## src/rtl/pcc_defs.svh

```systemverilog
`ifndef PCC_DEFS_SVH
`define PCC_DEFS_SVH

// APB register byte offsets
`define PCC_OFS_CTRL        12'h000
`define PCC_OFS_STATUS      12'h004
`define PCC_OFS_FREQ        12'h008
`define PCC_OFS_FCKI        12'h00c

// Control register field positions
`define PCC_BIT_POWER_ON    15
`define PCC_BIT_SOURCE_SEL  14
`define PCC_BIT_CHARGE_PUMP 13
`define PCC_BIT_SUPPLY_SEL  12
`define PCC_LSB_LOOP_FILTER 8
`define PCC_LSB_N_CODE      5
`define PCC_LSB_M_CODE      0

// Status register field positions
`define PCC_ST_READY        0
`define PCC_ST_SOURCE       1
`define PCC_ST_M_RANGE      2
`define PCC_ST_BUSY         3
`define PCC_ST_LSB_N        8
`define PCC_ST_LSB_M        16

// Reset values
`define PCC_CTRL_RESET      16'h0000
`define PCC_FCKI_KHZ_RESET  24'h002710
`define PCC_M_RESET         6'h02
`define PCC_N_RESET         4'h2

// Code decoding
`define PCC_CODE_OFFSET     8'h02
`define PCC_N_CODE_ONE      3'h7
`define PCC_N_ONE           4'h1
`define PCC_M_MAX           6'h14

// Frequency divider
`define PCC_DIV_STEPS       5'h1e

// Timing
`define PCC_CLK_PERIOD_NS   8
`define PCC_SETTLE_TIME_NS  100000

`endif

```

## src/rtl/pcc_pkg.sv

```systemverilog
`default_nettype none
package pcc_pkg;

    // Control word, laid out exactly as the 16-bit register
    typedef struct packed {
        logic       power_on;
        logic       source_select;
        logic       charge_pump;
        logic       supply_sel;
        logic [3:0] loop_filter;
        logic [2:0] n_code;
        logic [4:0] m_code;
    } pcc_ctrl_t;

    // APB request as seen by the slave
    typedef struct packed {
        logic        sel;
        logic        enable;
        logic        write;
        logic [11:0] addr;
        logic [31:0] wdata;
    } pcc_apb_req_t;

    typedef enum logic {
        PCC_DIV_IDLE,
        PCC_DIV_RUN
    } pcc_div_state_t;

endpackage
`default_nettype wire

```

## src/rtl/pcc_settle_timer.sv

```systemverilog
`default_nettype none
module pcc_settle_timer
#(
    parameter int unsigned SETTLE_CYCLES = 12500
)
(
    input  wire logic clk,
    input  wire logic rst_n,
    input  wire logic ce,
    input  wire logic power_on,
    output var  logic ready
);

    logic [31:0] count_reg;
    logic [31:0] count_next;
    logic        ready_next;
    wire  logic  at_end;

    // Count reaches its end one cycle before ready rises
    assign at_end     = (count_reg >= SETTLE_CYCLES - 1);
    assign count_next = !power_on ? 32'h0 : (at_end ? count_reg : count_reg + 32'h1);
    assign ready_next = power_on && at_end;

    // Powering down drops ready at once and restarts the wait
    always_ff @(posedge clk or negedge rst_n)
    begin
        if (!rst_n)
        begin
            count_reg <= 32'h0;
            ready     <= 1'b0;
        end
        else if (ce)
        begin
            count_reg <= count_next;
            ready     <= ready_next;
        end
    end

endmodule
`default_nettype wire

```

## src/rtl/pcc_top.sv

```systemverilog
// Contract
// - Source bit picks input clock or multiplier
// - N equals code plus two; 111 means one
// - M equals code plus two, two to twenty; M above twenty is flagged, not limited
// - Internal frequency is input times M over 2N
// - Tuning fields drive analog multiplier unchanged
//
// The address map and the APB register port were chosen for this implementation.
`default_nettype none
`include "pcc_defs.svh"
module pcc_top
    import pcc_pkg::*;
#(
    parameter int unsigned SETTLE_CYCLES =
        (`PCC_SETTLE_TIME_NS + `PCC_CLK_PERIOD_NS - 1) / `PCC_CLK_PERIOD_NS
)
(
    input  wire logic        clk,
    input  wire logic        arst_n,
    input  wire logic        ce,
    input  wire logic        psel,
    input  wire logic        penable,
    input  wire logic        pwrite,
    input  wire logic [11:0] paddr,
    input  wire logic [31:0] pwdata,
    output logic             pready,
    output logic [31:0]      prdata,
    output logic             pslverr,
    output logic             multiplier_power_on,
    output logic             clock_source_select,
    output logic             charge_pump_current,
    output logic             supply_voltage_select,
    output logic [3:0]       loop_filter_setting,
    output logic [5:0]       mult_m,
    output logic [3:0]       div_n,
    output logic             multiplier_ready,
    output logic [31:0]      internal_freq_khz
);

    // Decoded divisor N; the all-ones code is the special case of one
    function automatic logic [3:0] pcc_decode_n(input logic [2:0] code);
        logic [3:0] value;
        value = {1'b0, code} + 4'(`PCC_CODE_OFFSET);
        if (code == `PCC_N_CODE_ONE)
            value = `PCC_N_ONE;
        return value;
    endfunction

    // Decoded multiplier M
    function automatic logic [5:0] pcc_decode_m(input logic [4:0] code);
        logic [5:0] value;
        value = {1'b0, code} + 6'(`PCC_CODE_OFFSET);
        return value;
    endfunction

    // Reset release through two flops; the first feeds only the second
    logic rst_meta_reg;
    logic rst_n_sync;

    always_ff @(posedge clk or negedge arst_n)
    begin
        if (!arst_n)
        begin
            rst_meta_reg <= 1'b0;
            rst_n_sync   <= 1'b0;
        end
        else
        begin
            rst_meta_reg <= 1'b1;
            rst_n_sync   <= rst_meta_reg;
        end
    end

    // Bus request gathered into one carrier
    pcc_apb_req_t req;
    assign req = '{sel: psel, enable: penable, write: pwrite, addr: paddr, wdata: pwdata};

    // Address decode; only whole aligned words are mapped
    wire logic hit_ctrl;
    wire logic hit_status;
    wire logic hit_freq;
    wire logic hit_fcki;
    wire logic hit_any;
    wire logic setup_phase;
    wire logic access_phase;
    wire logic wr_ctrl;
    wire logic wr_fcki;
    wire logic wr_ro;

    assign hit_ctrl     = (req.addr == `PCC_OFS_CTRL);
    assign hit_status   = (req.addr == `PCC_OFS_STATUS);
    assign hit_freq     = (req.addr == `PCC_OFS_FREQ);
    assign hit_fcki     = (req.addr == `PCC_OFS_FCKI);
    assign hit_any      = hit_ctrl | hit_status | hit_freq | hit_fcki;
    assign setup_phase  = req.sel & ~req.enable;
    assign access_phase = req.sel & req.enable & ce;
    assign wr_ctrl      = access_phase & req.write & hit_ctrl;
    assign wr_fcki      = access_phase & req.write & hit_fcki;
    assign wr_ro        = req.write & (hit_status | hit_freq);

    // Zero wait states; a frozen block holds the access phase off
    assign pready = ce;

    // Control word and input clock rate
    pcc_ctrl_t   ctrl_reg;
    pcc_ctrl_t   ctrl_next;
    logic [23:0] fcki_khz_reg;
    logic [23:0] fcki_khz_next;

    assign ctrl_next     = wr_ctrl ? pcc_ctrl_t'(req.wdata[15:0]) : ctrl_reg;
    assign fcki_khz_next = wr_fcki ? req.wdata[23:0] : fcki_khz_reg;

    // Writes land only at the access edge
    always_ff @(posedge clk or negedge rst_n_sync)
    begin
        if (!rst_n_sync)
        begin
            ctrl_reg     <= pcc_ctrl_t'(`PCC_CTRL_RESET);
            fcki_khz_reg <= `PCC_FCKI_KHZ_RESET;
        end
        else if (ce)
        begin
            ctrl_reg     <= ctrl_next;
            fcki_khz_reg <= fcki_khz_next;
        end
    end

    // Control bits straight to the analog loop and clock switch
    assign multiplier_power_on   = ctrl_reg.power_on;
    assign clock_source_select   = ctrl_reg.source_select;
    assign charge_pump_current   = ctrl_reg.charge_pump;
    assign supply_voltage_select = ctrl_reg.supply_sel;
    assign loop_filter_setting   = ctrl_reg.loop_filter;

    // Decoded factors kept in flops so they change with the control word
    logic [5:0] mult_m_next;
    logic [3:0] div_n_next;

    assign mult_m_next = pcc_decode_m(ctrl_next.m_code);
    assign div_n_next  = pcc_decode_n(ctrl_next.n_code);

    always_ff @(posedge clk or negedge rst_n_sync)
    begin
        if (!rst_n_sync)
        begin
            mult_m <= `PCC_M_RESET;
            div_n  <= `PCC_N_RESET;
        end
        else if (ce)
        begin
            mult_m <= mult_m_next;
            div_n  <= div_n_next;
        end
    end

    // Values of M beyond twenty are flagged but still passed on as written
    wire logic m_out_of_range;
    assign m_out_of_range = (mult_m > `PCC_M_MAX);

    // Settle wait after power-up; software checks this before selecting
    pcc_settle_timer #(
        .SETTLE_CYCLES (SETTLE_CYCLES)
    ) u_settle (
        .clk      (clk),
        .rst_n    (rst_n_sync),
        .ce       (ce),
        .power_on (ctrl_reg.power_on),
        .ready    (multiplier_ready)
    );

    // Serial divider for fcki*M/(2N); area traded for 30 cycles of latency
    pcc_div_state_t div_state_reg;
    pcc_div_state_t div_state_next;
    logic [29:0]    quot_reg;
    logic [29:0]    quot_next;
    logic [5:0]     rem_reg;
    logic [5:0]     rem_next;
    logic [4:0]     den_reg;
    logic [4:0]     den_next;
    logic [4:0]     step_reg;
    logic [4:0]     step_next;
    logic [31:0]    freq_next;

    wire logic        div_start;
    wire logic [29:0] numerator;
    wire logic [4:0]  denominator;
    wire logic [5:0]  rem_shift;
    wire logic [29:0] quot_shift;
    wire logic        fits;
    wire logic        div_last;

    // Any change of rate or factors restarts the division
    assign div_start   = wr_ctrl | wr_fcki;
    assign numerator   = {6'h00, fcki_khz_next} * {24'h000000, mult_m_next};
    assign denominator = {div_n_next, 1'b0};
    assign rem_shift   = {rem_reg[4:0], quot_reg[29]};
    assign quot_shift  = {quot_reg[28:0], 1'b0};
    assign fits        = (rem_shift >= {1'b0, den_reg});
    assign div_last    = (div_state_reg == PCC_DIV_RUN) && (step_reg == 5'h01);

    // Step, start and completion logic of the divider
    always_comb
    begin
        div_state_next = div_state_reg;
        quot_next      = quot_reg;
        rem_next       = rem_reg;
        den_next       = den_reg;
        step_next      = step_reg;
        if (div_start)
        begin
            div_state_next = PCC_DIV_RUN;
            quot_next      = numerator;
            rem_next       = 6'h00;
            den_next       = denominator;
            step_next      = `PCC_DIV_STEPS;
        end
        else
        begin
            unique case (div_state_reg)
                PCC_DIV_IDLE:
                begin
                    step_next = step_reg;
                end
                PCC_DIV_RUN:
                begin
                    quot_next = fits ? (quot_shift | 30'h1) : quot_shift;
                    rem_next  = fits ? (rem_shift - {1'b0, den_reg}) : rem_shift;
                    step_next = step_reg - 5'h01;
                    if (step_reg == 5'h01)
                        div_state_next = PCC_DIV_IDLE;
                end
            endcase
        end
    end

    // Result shows the input rate when the input clock is the source
    wire logic [29:0] quot_final;
    assign quot_final = fits ? (quot_shift | 30'h1) : quot_shift;

    always_comb
    begin
        freq_next = internal_freq_khz;
        if (!ctrl_reg.source_select)
            freq_next = {8'h00, fcki_khz_reg};
        else if (div_last && !div_start)
            freq_next = {2'h0, quot_final};
    end

    always_ff @(posedge clk or negedge rst_n_sync)
    begin
        if (!rst_n_sync)
        begin
            div_state_reg     <= PCC_DIV_IDLE;
            quot_reg          <= 30'h0;
            rem_reg           <= 6'h00;
            den_reg           <= 5'h00;
            step_reg          <= 5'h00;
            internal_freq_khz <= {8'h00, `PCC_FCKI_KHZ_RESET};
        end
        else if (ce)
        begin
            div_state_reg     <= div_state_next;
            quot_reg          <= quot_next;
            rem_reg           <= rem_next;
            den_reg           <= den_next;
            step_reg          <= step_next;
            internal_freq_khz <= freq_next;
        end
    end

    // Status word shows the block's own state
    wire logic [31:0] status_word;
    assign status_word = {10'h000, mult_m, 4'h0, div_n, 4'h0,
                          (div_state_reg == PCC_DIV_RUN), m_out_of_range,
                          ctrl_reg.source_select, multiplier_ready};

    // Read mux; unmapped reads return zero
    wire logic [31:0] rdata_mux;
    assign rdata_mux = hit_ctrl   ? {16'h0000, 16'(ctrl_reg)} :
                       hit_status ? status_word :
                       hit_freq   ? internal_freq_khz :
                       hit_fcki   ? {8'h00, fcki_khz_reg} :
                                    32'h0000_0000;

    // Answer captured in the setup cycle so prdata and pslverr come from flops
    logic [31:0] prdata_next;
    logic        pslverr_next;

    assign prdata_next  = setup_phase ? (req.write ? 32'h0 : rdata_mux) : prdata;
    assign pslverr_next = setup_phase ? (~hit_any | wr_ro) : pslverr;

    always_ff @(posedge clk or negedge rst_n_sync)
    begin
        if (!rst_n_sync)
        begin
            prdata  <= 32'h0000_0000;
            pslverr <= 1'b0;
        end
        else if (ce)
        begin
            prdata  <= prdata_next;
            pslverr <= pslverr_next;
        end
    end

endmodule
`default_nettype wire

```

## config.mk

```make
export PLATFORM = sky130hd
export DESIGN_NAME = pcc_top
export DESIGN_NICKNAME = d
export VERILOG_FILES = /design/src/rtl/pcc_pkg.sv /design/src/rtl/pcc_settle_timer.sv /design/src/rtl/pcc_top.sv
export VERILOG_INCLUDE_DIRS = /design/src /design/src/rtl
export SDC_FILE = /design/constraint.sdc
export NUM_CORES = 1
export LEC_CHECK = 0
export BUFFER_PORTS_ARGS = -buffer_cell sky130_fd_sc_hd__buf_2
export CORE_ASPECT_RATIO = 1.1
export CORE_MARGIN = 2
export CORE_UTILIZATION = 45
export DETAILED_ROUTE_END_ITERATION = 6
export SKIP_LAST_GASP = 1
export SYNTH_ARGS = -nofsm -noshare
export SYNTH_HDL_FRONTEND = slang
export SYNTH_SLANG_ARGS = --single-unit
```

## constraint.sdc

```tcl
create_clock -name clk -period 8.2 [get_ports clk]
set_input_delay 1.23 -clock clk [delete_from_list [all_inputs] [get_ports clk]]
set_output_delay 1.23 -clock clk [all_outputs]
set_load 0.005 [all_outputs]
```

==> run metrics, run 1 <==
worst path arrival time=between 7000 and 8000 ps; Seq/Total Area, Yosys=36.13%; TritonCTS clock tree=done; max cap viols=0; Vias=between 10000 and 15000; worst-path fanout max=16; Setup Skew=approximately 7.2 ps; unrepaired setup endpoints after global routing=no; HP Class=reg2reg; DP Area=0.01414 mm²; max reg flops=32; GRT overflow=0; Pleak=7.165 nW; 1st-pass router iterations=7; setup slack, reg-to-reg=roughly 2500 ps; number of fill cells in the layout=2738; largest net degree at the start of global routing=70; DRC violations left=18; H-tree depth=4; fmax=roughly 140 MHz; power consumption=roughly 1.8 mW; # clock sinks=190; CTS clk-pin slew, worst paths=about 70 ps; Syn Area/Cell=9.207 µm²; crit path kind=in2reg; Via-to-Cell Ratio=5.418; insertion delay to the later sink of the worst-skew pair=~440 ps; relative max-transition margin=32.77%; number of synthesized flops with an enable pin=0; Critical Path Sink Type=flip-flop; Post-Synth XOR/XNOR Area=between 2 and 2.5%; Register-to-Register Path Depth=19; Final TNS setup=0 ps; Reg-to-Reg Start=ctrl_reg[1]; largest area contributor in the netlist=dfrtp_1; CTS root buf=clkbuf_16; Top Ports=roughly 140; Port Buffers=roughly 120; Simple-Gate Fraction of Synth Area=between 15 and 20%; P&R area growth vs syn=11.35%; placed insts=1882; Startpoint Class=primary input; top-area cell type share of the netlist area=between 30 and 40%; P_sw=about 0.44 mW; Design Area, Final=0.01470 mm²; mapped cell area=about 0.013 mm²; endpoints failing setup=0; Die X=167.3 µm; postcts setup bufs=0; initial DRC count=695; final max-slew violation count=0; HP Start=rst_meta_reg; Synth Area in Adders=between 15 and 20%; # resized after CTS=0; dpl hpwl=approximately 27000 µm; min Tclk post-route=7064 ps; Hold Path Stages=0; drt wl/cell=18.21 µm; RR Endpoint=quot_reg[26]; Peak VDD IR=0.1011 mV; area of the core=about 0.029 mm²; Hold Path End=rst_n_sync; Final #Nets=between 1500 and 2000; Reg power frac=52.1%; GRT Util Overall=roughly a quarter; Comb pwr share=under 10%; Unique masters post-synth=a little over 70; WHS=355.4 ps; Die ar.=roughly 0.03 mm²; top cells by area, synth=dfrtp_1 34%, fa_1 14%, nand2_1 6.5%; mux contribution to synthesized area=between 7 and 8%; Pint=~1.4 mW; initial antenna violation count=0; final RePlAce weighted congestion=0.8572; #FFs+latches synth=190; count leader, synth=nand2_1; Synth top cells by count=230 x nand2_1, 178 x dfrtp_1, 152 x inv_1; CTS Hold Bufs=0; power share of the clock group=between 40% and 50%; Starting Density=between 40% and 50%; ys async rst share=100.0%; Die Ht=between 150 and 200 µm; Crit path required time=between 8000 and 9000 ps; outcome=complete, but fails checks; Site Rows=between 60 and 70; crit share post-route=about 86%; compound-gate portion of the synthesized area=between 10 and 15%; share of cells above drive strength 1=between 10% and 20%; synth warn=0; pwr/cell area=approximately 120 mW/mm²; Least-Margin Pin Slew=about 1000 ps; final hold vios=0; first-pass GRT wire length=approximately 58000 µm; failing checks=design-rule violations; Clock Path Buffers=2; ant diodes=0; vias in the first global route=10360; aggregate routed wire length=around 35000 µm; Post-Syn Instances=1434; Post-Layout Cell Count=1914; Sw Ratio=around 24%; Antenna Nets Post-Route=0; largest family of logic cells by synthesized area=adder cells; Top FF cell, synth=dfrtp_1; Num CTS Buffers=17
[critical path, stage by stage]
cell      delay, ps
buf_2           100
nor4_2          340
nand3_2         210
nor2_4          160
nand2_4         160
mux2i_2         250
inv_1            80
ha_1            320
nand2_1         250
buf_4           270
nor2_1          100
fa_1            550
inv_1            60
fa_1            520
fa_1            560
inv_1            50
ha_1            370
a21o_1          200
a21oi_1         180
o22ai_1         130
or4_1           620
a221oi_2        310
xor2_1          240
o21ai_1          90
[power groups by stage]
stage | Sequential [mW] | Combinational, mW | Clock [mW]
global route | 0.949 | 0.0744 | 0.860
detailed placement | 0.966 | 0.0676 | 0
floorplan | 0.973 | 0.0302 | 0
global placement | 0.966 | 0.0671 | 0
finish | 0.948 | 0.0668 | 0.805
CTS | 0.948 | 0.0677 | 0.824
[metrics by stage]
step,utilization (%),setup WS (ps)
finish,51.06,1136
global route,51.06,827.7
CTS,51.06,1176
detailed placement,49.11,730.0
global placement,49.11,788.4
floorplan,-,1332
[final cells by class]
class	count	area, µm²	share of cell area, %
clock inverters	15	137.6	0.9362
multi-input cells	1021	7508	51.07
repair buffers	150	820.8	5.583
inverters	153	574.3	3.906
flip-flops and latches	190	4775	32.48
well taps	368	460.4	3.132
clock buffers	17	425.4	2.894
[kinds of logic (layout without fill, tap and decap cells)]
group,count (synthesis),in the layout
mux,97,97
simple gates,488,488
flops,190,190
compound gates,262,262
buf+inv,226,335
fa+ha+maj,137,137
xor+xnor,32,32
other cells,2,5
[how the worst max path moves through the flow]
stage	depth (start not counted)	startpoint	to
floorplan	24	paddr[11]	quot_reg[24]
global placement	23	paddr[11]	quot_reg[29]
detailed placement	24	paddr[11]	quot_reg[26]
CTS	24	paddr[11]	quot_reg[26]
global route	24	paddr[11]	quot_reg[24]
finish	24	paddr[11]	quot_reg[26]
[routing by layer]
metal,up-vias,wire [µm],share of wire [%],global-route usage (%)
met5,-,0,0,0
met4,0,569,1.6,5.913
met3,31,1713,4.9,2.756
met2,269,15640,45,37.05
met1,5139,16920,49,36.00
li1,4931,-,-,-
[cells in the final DEF (no fill, tap or decap), types with 14 or more instances in the layout]
cell type  netlist  routed
fa_1            90      90
and3_1          15      14
dfrtp_1        178     176
buf_4           11      28
inv_1          152     152
xnor2_1         16      16
buf_2           14     122
o21ai_0         99      99
nand3_1         15      15
and2_1          23      23
nor2_1         139     138
a21oi_1         52      51
nand2_1        230     230
mux2i_1         73      73
mux2_2          20      20
clkbuf_16        0      17
a31oi_1         17      17
a22oi_1         14      14
ha_1            47      47
xor2_1          15      15
Note: power is estimated with default switching activity, not from simulation.
==> run 2: changes to the inputs <==
- BUFFER_PORTS_ARGS: -buffer_cell sky130_fd_sc_hd__buf_2 -> -buffer_cell sky130_fd_sc_hd__buf_4
- CELL_PAD_IN_SITES_DETAIL_PLACEMENT: default -> 0
- CELL_PAD_IN_SITES_GLOBAL_PLACEMENT: default -> 1
- PLACE_DENSITY_LB_ADDON: default -> 0.1
==> run metrics, run 2 (synthesis results as in run 1) <==
drt wl/cell=18.85 µm (+3.5%); FF+latch area=0.004775 mm² (unchanged); initial antenna violation count=0 (unchanged); Finished Core Util=52.10% (+1.0 points); final max-slew violation count=0 (unchanged); relative max-transition margin=30.60% (-2.2 points); worst path arrival time=7480 ps (+120 ps); Post-Layout Cell Count=1915 (+0.052%); commonest non-fill, non-tap cell in the layout=nand2_1; H-tree depth=4 (unchanged); endpoints failing setup=0 (unchanged); Multi-input gate area=0.007507 mm² (about the same); Clock Path Buffers=2 (unchanged); Antenna Nets Post-Route=0 (unchanged); final hold vios=0 (unchanged); CP max stage delay=640 ps (+20 ps); CTS root buf=clkbuf_16; # clock sinks=190 (unchanged); Die X=167.3 µm (unchanged); Die Ht=183.6 µm (unchanged); Port Buffers=122 (unchanged); Vias=10320 (-0.49%); Num CTS Buffers=17 (unchanged); pwr/cell area=120.1 mW/mm² (-3.0%); share of cells above drive strength 1=15.51% (about the same); DP Area=0.01445 mm² (+2.2%); Site Rows=65 (unchanged); power consumption=1.801 mW (-1.0%); vias in the first global route=10510 (+1.4%); crit path kind=in2reg; Setup Skew=9.279 ps (+2.031 ps); GRT overflow=0 (unchanged); Final TNS setup=0 ps (unchanged); Starting Density=45.86% (unchanged); Design Area, Final=0.01500 mm² (+2.0%); number of fill cells in the layout=2745 (+0.26%); TritonCTS clock tree=done; Crit path required time=8490 ps (about the same); CP Cell Sequence=buf_4, nand4_1, nor2_4, and3_1, mux2i_1, inv_1, and2_1, fa_1, inv_1, fa_1, fa_1, inv_1, ha_1, a211o_1, a211o_1, a21oi_1, o21ai_0, a211oi_1, xor2_1, o21ai_0; DRC violations left=19 (+1); Final #Nets=1721 (+0.058%); WP depth=20 (-17%); max cap viols=0 (unchanged); P&R area growth vs syn=13.62%; outcome=complete, but fails checks; HP Class=reg2async; max reg flops=32 (unchanged); failing checks=design-rule violations; final RePlAce weighted congestion=0.8491 (-0.94%); CTS Hold Bufs=0 (unchanged); largest net degree at the start of global routing=80 (+14%); min Tclk post-route=7194 ps (+130.4 ps); area of the core=0.02879 mm² (unchanged); cell family with most CP delay=adder cells; aggregate routed wire length=36100 µm (+3.6%); placed insts=1883 (+0.053%); Die ar.=0.03073 mm² (unchanged); ant diodes=0 (unchanged); Startpoint Class=primary input; # resized after CTS=0 (unchanged); Buf/Inv on CP=4 (-1); unrepaired setup endpoints after global routing=no; dpl hpwl=27530 µm (+3.3%); fmax=139.0 MHz (-1.8%); CTS clk-pin slew, worst paths=70 ps (about the same); Peak VDD IR=0.1132 mV (+12%); crit share post-route=87.73% (+1.6 points); 1st-pass router iterations=7 (unchanged); GRT Util Overall=24.73% (+0.81 points); most frequent cells in the layout=230 x nand2_1, 176 x dfrtp_1, 152 x inv_1; worst-path fanout max=19 (+3); Via-to-Cell Ratio=5.389 (-0.54%); insertion delay to the later sink of the worst-skew pair=440 ps (about the same); Pleak=7.193 nW (+0.40%); initial DRC count=945 (+36%); Least-Margin Pin Slew=1041 ps (+32.56 ps); Top Ports=135 (unchanged); postcts setup bufs=0 (unchanged); Register-to-Register Path Depth=18 (-1); CP max-delay cell=and3_1; first-pass GRT wire length=59440 µm (+3.2%); Critical Path Sink Type=flip-flop
==> run 2: changes by cell type in the layout (fill, tap and decap cells not counted) <==
| cell | delta |
|---|---|
| buf_4 | +123 |
| buf_2 | -122 |
| clkinv_4 | +3 |
| inv_6 | -2 |
| and3_1 | +1 |
| and3_2 | -1 |
| bufinv_16 | -1 |
| clkbuf_8 | +1 |
| clkinv_2 | -1 |
==> run 2: power breakdown <==
| group | total [mW] | leakage, nW | internal [mW] | switching (mW) |
|---|---|---|---|---|
| combinational | 0.0746 | 4.36 | 0.0251 | 0.0495 |
| sequential | 0.946 | 2.58 | 0.940 | 0.00599 |
| clock | 0.780 | 0.257 | 0.400 | 0.380 |
==> run 2: worst reg2reg max path, stage by stage, from the launching register on <==
cell      delay (ps)
dfrtp_1          470
nand3_1          120
xnor2_1          150
a21oi_2          610
buf_4            350
nor2_1            90
fa_1             510
inv_1             60
fa_1             520
fa_1             560
inv_1             40
ha_1             380
a21o_1           200
a21oi_1          170
o22ai_1          140
or4_1            620
a221oi_2         280
xor2_1           250
o21ai_1           80
==> run 2: per-stage QoR <==
stage,setup WS [ps],hold slack (ps)
6_report,1006,308.8
5_1_grt,637.0,370.2
4_1_cts,1073,330.9
3_5_place_dp,622.6,322.1
3_3_place_gp,661.8,323.7
2_1_floorplan,1332,331.2
==> run 2: final timing paths <==
kind	startpoint	to	slack, ps
setup / recovery	ce	quot_reg[29]	1010
hold reg to reg	rst_n_sync	prdata[8]	310
min in group clk	rst_meta_reg	rst_n_sync	360
hold / removal	rst_n_sync	prdata[8]	310
setup reg to reg	ctrl_reg[3]	quot_reg[26]	2460
max in group asynchronous	rst_n_sync	quot_reg[20]	6480
==> run 2: area by class of cell <==
| cell class | count | share of cell area [%] |
|---|---|---|
| tap | 368 | 3.069 |
| inverter | 153 | 3.829 |
| timing repair buffer | 151 | 7.557 |
| clock buffer | 18 | 2.928 |
| sequential | 190 | 31.83 |
| clock inverter | 14 | 0.7424 |
| multi-input combinational | 1021 | 50.05 |
==> run 2: per-layer routing <==
| layer | wire [µm] | vias to the layer above | share of wire, % | track usage, % |
|---|---|---|---|---|
| met5 | 0 | - | 0 | 0 |
| met4 | 775 | 0 | 2.1 | 7.235 |
| met3 | 1922 | 44 | 5.3 | 3.079 |
| met2 | 15730 | 269 | 44 | 37.36 |
| met1 | 17670 | 5087 | 49 | 37.41 |
| li1 | - | 4919 | - | - |
